===== src/qbp_regs.vh =====
// Constants for the quasi-bidirectional port pair.
// Assumes inclusion by qbp_port.v and qbp_bit.v only.
`ifndef QBP_REGS_VH
`define QBP_REGS_VH

// Latch reset value: all ones, weak pullup only
`define QBP_LATCH_RESET    8'hff
// Strong transition driver time in ns and cycles at 40 MHz
`define QBP_CLK_NS         25
`define QBP_KICK_NS        25
`define QBP_KICK_CYCLES    ((`QBP_KICK_NS + `QBP_CLK_NS - 1) / `QBP_CLK_NS)
// Alternate function bit positions on the upper port
`define QBP_UP_A20_BIT     4
`define QBP_UP_TX_BIT      7

`endif


===== src/qbp_bit.v =====
// One quasi-bidirectional pin driver: latch, pulldown, kick, weak pullup.
// Assumes a synchronous write strobe and a pin level synchronous to clk.
`timescale 1ns/100ps
`default_nettype none
`include "qbp_regs.vh"

module qbp_bit #(
	parameter KICK_CYCLES = `QBP_KICK_CYCLES
) (
	// Clock and reset
	input  wire clk,
	input  wire rst,
	// Software side
	input  wire wr,
	input  wire wdata,
	// Alternate function override
	input  wire alt_en,
	input  wire alt_val,
	// Pin drive
	output reg  latch,
	output reg  strong_lo,
	output reg  strong_hi,
	output reg  weak_hi
);

	reg [7:0] kick;
	wire      drive_val;
	wire      next_latch;

	assign next_latch = wr ? wdata : latch;
	// Alternate function ignores the latch
	assign drive_val  = alt_en ? alt_val : next_latch;

	always @(posedge clk or posedge rst) begin
		if (rst) begin
			latch     <= 1'b1;
			kick      <= 8'h00;
			strong_lo <= 1'b0;
			strong_hi <= 1'b0;
			weak_hi   <= 1'b1;
		end else begin
			latch <= next_latch;
			// Kick on any 0-to-1 of the driven value, latch or alternate
			if (drive_val && !strong_lo && !weak_hi) begin
				kick <= KICK_CYCLES[7:0];
			end else if (drive_val && strong_lo) begin
				kick <= KICK_CYCLES[7:0];
			end else if (kick != 8'h00) begin
				kick <= kick - 8'h01;
			end
			strong_lo <= !drive_val;
			strong_hi <= drive_val && (strong_lo ||
				(kick > 8'h01));
			weak_hi   <= drive_val;
		end
	end

endmodule
`default_nettype wire


===== src/qbp_port.v =====
// Two 8-bit quasi-bidirectional ports: low-address port and upper port.
// Assumes software write strobes and pin levels synchronous to clk; the
// testbench resolves each pin from strong/weak drives and external load.
// Overview of operation
// - Low port is plain I/O; strap high makes it drive low address byte.
// - After reset every bit holds 1 with only the weak pullup on.
// - A bit at 1 is an input; external drive wins, level reads back.
// - Writing 0 turns on strong pulldown until a 1 or reset.
// - Writing 1 after 0 pulses strong high driver, then weak pullup.
// - In address mode low port bit n carries address bit n.
// - Upper port bit 4 alternate function outputs address line 20.
// - Upper port bit 7 alternate function outputs third serial transmit.
// - Upper port serves as I/O, address line 20 output and/or serial port.
`timescale 1ns/100ps
`default_nettype none
`include "qbp_regs.vh"

module qbp_port #(
	parameter WIDTH       = 8,
	parameter KICK_CYCLES = `QBP_KICK_CYCLES
) (
	// Clock and reset
	input  wire             clk,
	input  wire             rst,
	// Mode strap and alternate enables
	input  wire             addr_mode_strap,
	input  wire             up_a20_en,
	input  wire             up_tx_en,
	// Alternate function sources
	input  wire [WIDTH-1:0] low_addr_byte,
	input  wire             upper_addr_line_20,
	input  wire             third_uart_tx,
	// Low port software side
	input  wire             low_wr,
	input  wire [WIDTH-1:0] low_wdata,
	// Upper port software side
	input  wire             up_wr,
	input  wire [WIDTH-1:0] up_wdata,
	// Pin levels as seen on the wire
	input  wire [WIDTH-1:0] low_pin_in,
	input  wire [WIDTH-1:0] up_pin_in,
	// Low port pin drives
	output wire [WIDTH-1:0] low_strong_lo,
	output wire [WIDTH-1:0] low_strong_hi,
	output wire [WIDTH-1:0] low_weak_hi,
	// Upper port pin drives
	output wire [WIDTH-1:0] up_strong_lo,
	output wire [WIDTH-1:0] up_strong_hi,
	output wire [WIDTH-1:0] up_weak_hi,
	// Software read-back
	output reg  [WIDTH-1:0] low_latch_rd,
	output reg  [WIDTH-1:0] up_latch_rd,
	output reg  [WIDTH-1:0] low_pin_rd,
	output reg  [WIDTH-1:0] up_pin_rd
);

////////////////////////////////////////////////////////////////////////
	wire [WIDTH-1:0] low_latch;
	wire [WIDTH-1:0] up_latch;
	wire [WIDTH-1:0] up_alt_en;
	wire [WIDTH-1:0] up_alt_val;
	reg  [WIDTH-1:0] low_alt_en;

	// Strap is caught after release, never under the async reset
	always @(posedge clk or posedge rst) begin
		if (rst) begin
			low_alt_en <= {WIDTH{1'b0}};
		end else begin
			low_alt_en <= {WIDTH{addr_mode_strap}};
		end
	end

	// Only bits 4 and 7 of the upper port have alternates modelled here
	genvar i;
	generate
		for (i = 0; i < WIDTH; i = i + 1) begin : g_up
			if (i == `QBP_UP_A20_BIT) begin : g_a20
				assign up_alt_en[i]  = up_a20_en;
				assign up_alt_val[i] = upper_addr_line_20;
			end else if (i == `QBP_UP_TX_BIT) begin : g_tx
				assign up_alt_en[i]  = up_tx_en;
				assign up_alt_val[i] = third_uart_tx;
			end else begin : g_io
				assign up_alt_en[i]  = 1'b0;
				assign up_alt_val[i] = 1'b1;
			end
		end
	endgenerate

////////////////////////////////////////////////////////////////////////
	generate
		for (i = 0; i < WIDTH; i = i + 1) begin : g_bit
			qbp_bit #(
				.KICK_CYCLES(KICK_CYCLES)
			) u_low (
				.clk      (clk),
				.rst      (rst),
				.wr       (low_wr),
				.wdata    (low_wdata[i]),
				.alt_en   (low_alt_en[i]),
				.alt_val  (low_addr_byte[i]),
				.latch    (low_latch[i]),
				.strong_lo(low_strong_lo[i]),
				.strong_hi(low_strong_hi[i]),
				.weak_hi  (low_weak_hi[i])
			);
			qbp_bit #(
				.KICK_CYCLES(KICK_CYCLES)
			) u_up (
				.clk      (clk),
				.rst      (rst),
				.wr       (up_wr),
				.wdata    (up_wdata[i]),
				.alt_en   (up_alt_en[i]),
				.alt_val  (up_alt_val[i]),
				.latch    (up_latch[i]),
				.strong_lo(up_strong_lo[i]),
				.strong_hi(up_strong_hi[i]),
				.weak_hi  (up_weak_hi[i])
			);
		end
	endgenerate

////////////////////////////////////////////////////////////////////////
	// Read-back registered; pin reads give the external level
	always @(posedge clk or posedge rst) begin
		if (rst) begin
			low_latch_rd <= `QBP_LATCH_RESET;
			up_latch_rd  <= `QBP_LATCH_RESET;
			low_pin_rd   <= `QBP_LATCH_RESET;
			up_pin_rd    <= `QBP_LATCH_RESET;
		end else begin
			low_latch_rd <= low_latch;
			up_latch_rd  <= up_latch;
			low_pin_rd   <= low_pin_in;
			up_pin_rd    <= up_pin_in;
		end
	end

endmodule
`default_nettype wire


===== config.mk =====
export PLATFORM = sky130hd
export DESIGN_NAME = qbp_port
export DESIGN_NICKNAME = d
export VERILOG_FILES = /design/src/qbp_bit.v /design/src/qbp_port.v
export VERILOG_INCLUDE_DIRS = /design/src
export SDC_FILE = /design/constraint.sdc
export NUM_CORES = 1
export LEC_CHECK = 0
export ABC_AREA = 1
export BUFFER_PORTS_ARGS = -buffer_cell sky130_fd_sc_hd__buf_4
export CORE_MARGIN = 2
export CORE_UTILIZATION = 64
export DETAILED_ROUTE_END_ITERATION = 12
export GPL_TIMING_DRIVEN = 0
export PLACE_DENSITY = 0.86
export SLEW_MARGIN = 20
export SYNTH_ARGS = -nofsm -noshare
export SYNTH_HDL_FRONTEND = slang
export SYNTH_HIERARCHICAL = 1
export SYNTH_SLANG_ARGS = --single-unit

===== constraint.sdc =====
create_clock -name clk -period 2.55 [get_ports clk]
set_clock_uncertainty 0.05 [all_clocks]
set_input_delay 0.51 -clock clk [delete_from_list [all_inputs] [get_ports clk]]
set_output_delay 0.51 -clock clk [all_outputs]
set_load 0.05 [all_outputs]

## Word-level counts from Yosys, hierarchy flattened

Cells that the tools add are included.

| storage, ports and cells | value |
|---|---|
| bits in registers | 219 |
| input bits | 49 |
| output and inout port bits | 80 |
| logic and storage cells | 345 |

| cells by class | value |
|---|---|
| add/subtract/negate cells | 16 |
| magnitude comparators | 16 |
| multiplexer cells | 74 |
| reductions and logical operators | 160 |

Operators by type and width:

| kind | count |
|---|---|
| $mux W8 | 48 |
| $gt A8 B1 Y1 const B | 16 |
| $reduce_bool A8 Y1 | 16 |
| $sub A8 B1 Y8 const B | 16 |
| $logic_and A1 B1 Y1 | 64 |
| $logic_not A1 Y1 | 48 |
| $reduce_bool A3 Y1 | 16 |
| $mux W1 | 26 |
| $logic_or A1 B1 Y1 | 16 |

## Depth between registers and ports, before layout

| depth | value |
|---|---|
| depth in word-level cells | 5 |
| mapped depth | 8 |
| depth with buffers taken out | 8 |

## Modules after synthesis

Netlist, hierarchy kept.

Modules (own cells, without submodules):

| module | times used | cells each | area an instance (um^2) | sequential area each (um^2) |
|---|---|---|---|---|
| qbp_bit | 16 | 87 | 675.6 | 302.8 |
| qbp_port | 1 | 36 | 877.1 | 865.8 |

## Worst setup path before layout

Ideal clock, no wire load.

| timing path | value |
|---|---|
| path kind | reg-to-reg |
| from | reg g_bit[0].u_low.strong_lo |
| to | reg g_bit[0].u_low.kick[2] |
| library setup time | 120 ps |
| arrival | 1114 ps |
| data required time | 2380 ps |
| setup slack | 1266 ps |
| stages on the path, launching flop included | 5 |
| buffers on the path | 0 |
| period minus slack after synthesis | 1284 ps |
| cell sequence | dfrtp_1 -> nor2_1 -> nand3b_2 -> inv_1 -> a21oi_1 |

| on the way | value |
|---|---|
| longest elaborated chain between the ends | 4 |
| elaborated cells on any way between the ends | 7 |
| classes of those cells | mux: 2; reduce/logical: 5 |

Ends and longest elaborated chain:

| item | RTL line | source |
|---|---|---|
| from (decl) | qbp_bit.v:21 | `output reg strong_lo,` |
| from (signal assigned) | qbp_bit.v:51 | `strong_lo <= !drive_val;` |
| $logic_not A1 Y1 | qbp_bit.v:44 | `if (drive_val && !strong_lo && !weak_hi) begin` |
| $logic_and A1 B1 Y1 (2 in series) | qbp_bit.v:44 |  |
| $reduce_bool A3 Y1 (no line) / $mux W8 (equally long branches) | -- |  |
| to (signal assigned) | qbp_bit.v:45 | `kick <= KICK_CYCLES[7:0];` |
| to (signal assigned) | qbp_bit.v:47 | `kick <= KICK_CYCLES[7:0];` |
| to (signal assigned) | qbp_bit.v:49 | `kick <= kick - 8'h01;` |
| to (decl) | qbp_bit.v:26 | `reg [7:0] kick;` |

Parallel ways exist; a longest one is shown, timed or not.
A chain may end at the register's enable or synchronous reset.

## Worst setup path in the final report

| timing path | value |
|---|---|
| from | reg low_pin_rd[2] |
| to | out low_pin_rd[2] |

RTL lines:

| item | RTL line | source |
|---|---|---|
| from (decl) | qbp_port.v:53 | `output reg [WIDTH-1:0] low_pin_rd,` |
| from (signal assigned) | qbp_port.v:130 | `` low_pin_rd <= `QBP_LATCH_RESET; `` |
| from (signal assigned) | qbp_port.v:135 | `low_pin_rd <= low_pin_in;` |

No word-level cell between the ends.

==> impl_summary.md <==
Critical path
The delay of the slowest cell on the worst path is 0.54 ns. The worst setup path is captured at an output port. The number of buffer and inverter instances along the worst setup path is 1.

In this run the worst path has a maximum fanout of 1. The required time at the endpoint of the critical path is 1.99 ns. STA classifies the critical path startpoint as a flop. The category of the critical setup timing path is reg -> out.

The family with the most delay on the worst path is flip-flops. The critical path goes through buf_4. STA puts the critical path data arrival time at ~1.3 ns.

The highest-delay cell along the critical path is dfstp_2.

Floorplanning
The row count is between 40 and 50. The core outline area is roughly 18000 sq um. The die height is roughly 140 um. The die covers 19400 sq um. 129 I/O pins were placed.

The chip width is 139 um. The initial cell density of the core is 0.651.

Logic synthesis
Counting flops with a built-in enable in the synthesized netlist gives 0. After synthesis the netlist holds a flip-flop and latch count of roughly 230. Each instance of the synthesized netlist takes up on average 8.18 sq um. The post-synthesis cell type count is 20. The cell area that synthesis handed to floorplanning was 11700 sq um.

The area fraction of the dominant cell type after synthesis is 0.345. For this run, the number of Yosys warnings is 6. The post-synthesis cell type with the largest combined area is dfrtp_1. The share of synthesized registers carrying an async set or reset is 1.00. In the post-synthesis netlist, the biggest area contributors are dfrtp_1, dfstp_2, nand2_1, nor2_1, inv_1.

Counting every instance in the synthesized netlist gives about 1.4k. The sequential cell area fraction in the yosys report is 0.489. The most used flip-flop cell after synthesis is dfrtp_1.

GRT
The layer with the highest usage is met2. For this run, the total global-route usage over all layers was measured as 0.252. The routing usage on met2 is 0.439. The first global-routing pass estimated approximately 41000 um of wire. The total grt overflow is 0. The number of global-route vias before repair was 9284. Entering global routing, the biggest net connects 22 pins.

The met3 capacity usage during global routing is 0.0414. The initial antenna violation count is 0. In the global route stage, met1 resource usage came out at 0.326.

Clocking
The number of hold-repair buffers added at the cts stage is 0. The number of clock buffers added by TritonCTS is 24. The number of gates resized after CTS was 0. The clock transition at the register clock pins on the worst setup and hold paths after CTS is about 0.060 ns. TritonCTS built the clock tree. After clock tree synthesis, the setup repair step added 0 buffers. The later pin in the worst-skew pair is clocked with a latency of 0.51 ns. The number of levels in the clock H-tree is 1. For this design, the sink count on the clock tree is between 200 and 250. The tree is rooted in a clkbuf_16. In this run the deepest clock path goes through 3 buffers.

Timing
Setup repair after global routing left no endpoint under its margin. The smallest clock period supported by the final layout is computed as 1.81 ns. The final number of hold-violating endpoints is 0. The total of endpoints with negative setup slack in the final report is 0. Dividing the final minimum period by the clock period gives 0.709. The timing-limited maximum frequency is between 500 and 600 MHz.

For the final routed database, the setup TNS stands at 0 ns. Hold timing on the final database bottoms out at a slack of 0.0546 ns. The number of max-slew violations in the final report is 0.

Detailed routing
Wires add up to around 24000 um. Dividing the detail-routed wire length by the instance count gives 13.1 um. The count of vias placed by the detailed router is 9478. The antenna violation net count after detailed routing is 0. The number of DRC violations after detailed-routing iteration 0 is approximately 590. The first detailed-routing pass ran for 7 iterations.

After detailed routing, the number of remaining DRC violations is 0. The average vias per placed instance is 5.15.

Pwr
The power density over the cells is approximately 1200 nW/um^2. Summed over all cells, the static leakage comes to about 7.3 nW. The peak supply drop is 1.05 mV.

Placement
The wire-length estimate of the detail-placed layout is ~18000 um. The count of input and output buffers is around 130. The cell total after placement is between 1.5k and 2k. Routability-driven placement finished with a final weighted congestion of around 0.9.

Cells and area
Compared with the post-synthesis result, the final layout area differs by 17.8%. The antenna diode count is 0. In the final layout, the registers with the most flip-flops are g_bit.u_low/kick: 64 flops, g_bit.u_up/kick: 64 flops. The filler cells instantiated in the layout total approximately 1.2k.

In the final layout, the share of cells above drive strength 1 is 0.264. The number of nets in the layout is 1690. The library cells used most frequently in the layout, excluding fill and tap cells, are nand2_1, nor2_1, inv_1. The commonest non-fill, non-tap cell in the layout is nand2_1.

The finished layout holds between 1.5k and 2k standard cells, fillers aside.

Status
The run finished with clean final reports.

Min path
The tightest min-delay check is of the in -> reg type.

Job
The count of maximum capacitance violations is 0.
## cell families (layout without fill, tap and decap cells)
logic type,Yosys count,in the layout,share of synthesized area
AO/OA/AOI/OAI,112,112,0.0531
adder cells (fa/ha/maj),48,48,0.0514
buffers and inverters,225,398,0.0723
flip-flops,225,225,0.489
other,2,12,0.000643
AND/OR/NAND/NOR,816,816,0.334
## Yosys cell counts (32+ instances only)
cell type,instances
ha_1,48
dfrtp_1,161
nand2_1,320
nand3_1,80
inv_2,32
nand2_2,32
a21oi_1,80
dfstp_2,64
inv_1,193
nand3_2,32
nor2_2,48
nor2_1,224
## stage by stage
stage,setup WS (ns),area (sq um),power (W),utilization
3_3_place_gp,0.337,13000,0.0128,0.722
6_report,0.742,13800,0.0166,0.767
5_1_grt,0.706,13800,0.0179,0.767
4_1_cts,0.720,13800,0.0166,0.767
2_1_floorplan,1.27,11700,0.0116,-
3_5_place_dp,0.907,13000,0.0132,0.724
## layer usage
metal / up-vias / part of all wire
li1: 4742 / -
met1: 4458 / 0.43
met2: 236 / 0.49
met3: 42 / 0.054
met4: 0 / 0.022
met5: - / 0
## power breakdown
group | switching, W | total (W) | leakage [nW] | internal, W
sequential | 0.000980 | 0.00564 | 2.72 | 0.00466
combinational | 0.00496 | 0.00757 | 4.20 | 0.00261
clock | 0.00137 | 0.00335 | 0.390 | 0.00198
total | 0.00731 | 0.0166 | 7.31 | 0.00925
## path summary, 6_finish.rpt
| check | cells past startpoint | slack [ns] | end | startpoint |
|---|---|---|---|---|
| worst max-delay path | 1 | 0.74 | low_pin_rd[2] | low_pin_rd[2]$_DFF_PP1_ |
| worst min-delay path | 1 | 0.05 | up_pin_rd[0]$_DFF_PP1_ | up_pin_in[0] |
| worst max register to register | 5 | 0.98 | g_bit[1].u_low/kick[3]$_DFFE_PP0P_ | low_alt_en[0]$_DFF_PP0_ |
| worst min register to register | 0 | 0.31 | low_latch_rd[6]$_DFF_PP1_ | g_bit[6].u_low/latch$_DFF_PP1_ |
| max in group asynchronous | 3 | 1.78 | up_pin_rd[1]$_DFF_PP1_ | rst |
| min in group asynchronous | 2 | 0.10 | g_bit[7].u_up/kick[2]$_DFFE_PP0P_ | rst |
## layout make-up
cell class / count / area (sq um) / area share
Clock buffer: 33 / 686 / 0.0498
Inverter: 225 / 845 / 0.0613
Tap cell: 229 / 287 / 0.0208
Sequential cell: 225 / 5710 / 0.415
Multi-Input combinational cell: 988 / 5170 / 0.375
Clock inverter: 11 / 85.1 / 0.00618
Timing Repair Buffer: 129 / 988 / 0.0718
Power figures use the tool's default switching activity.
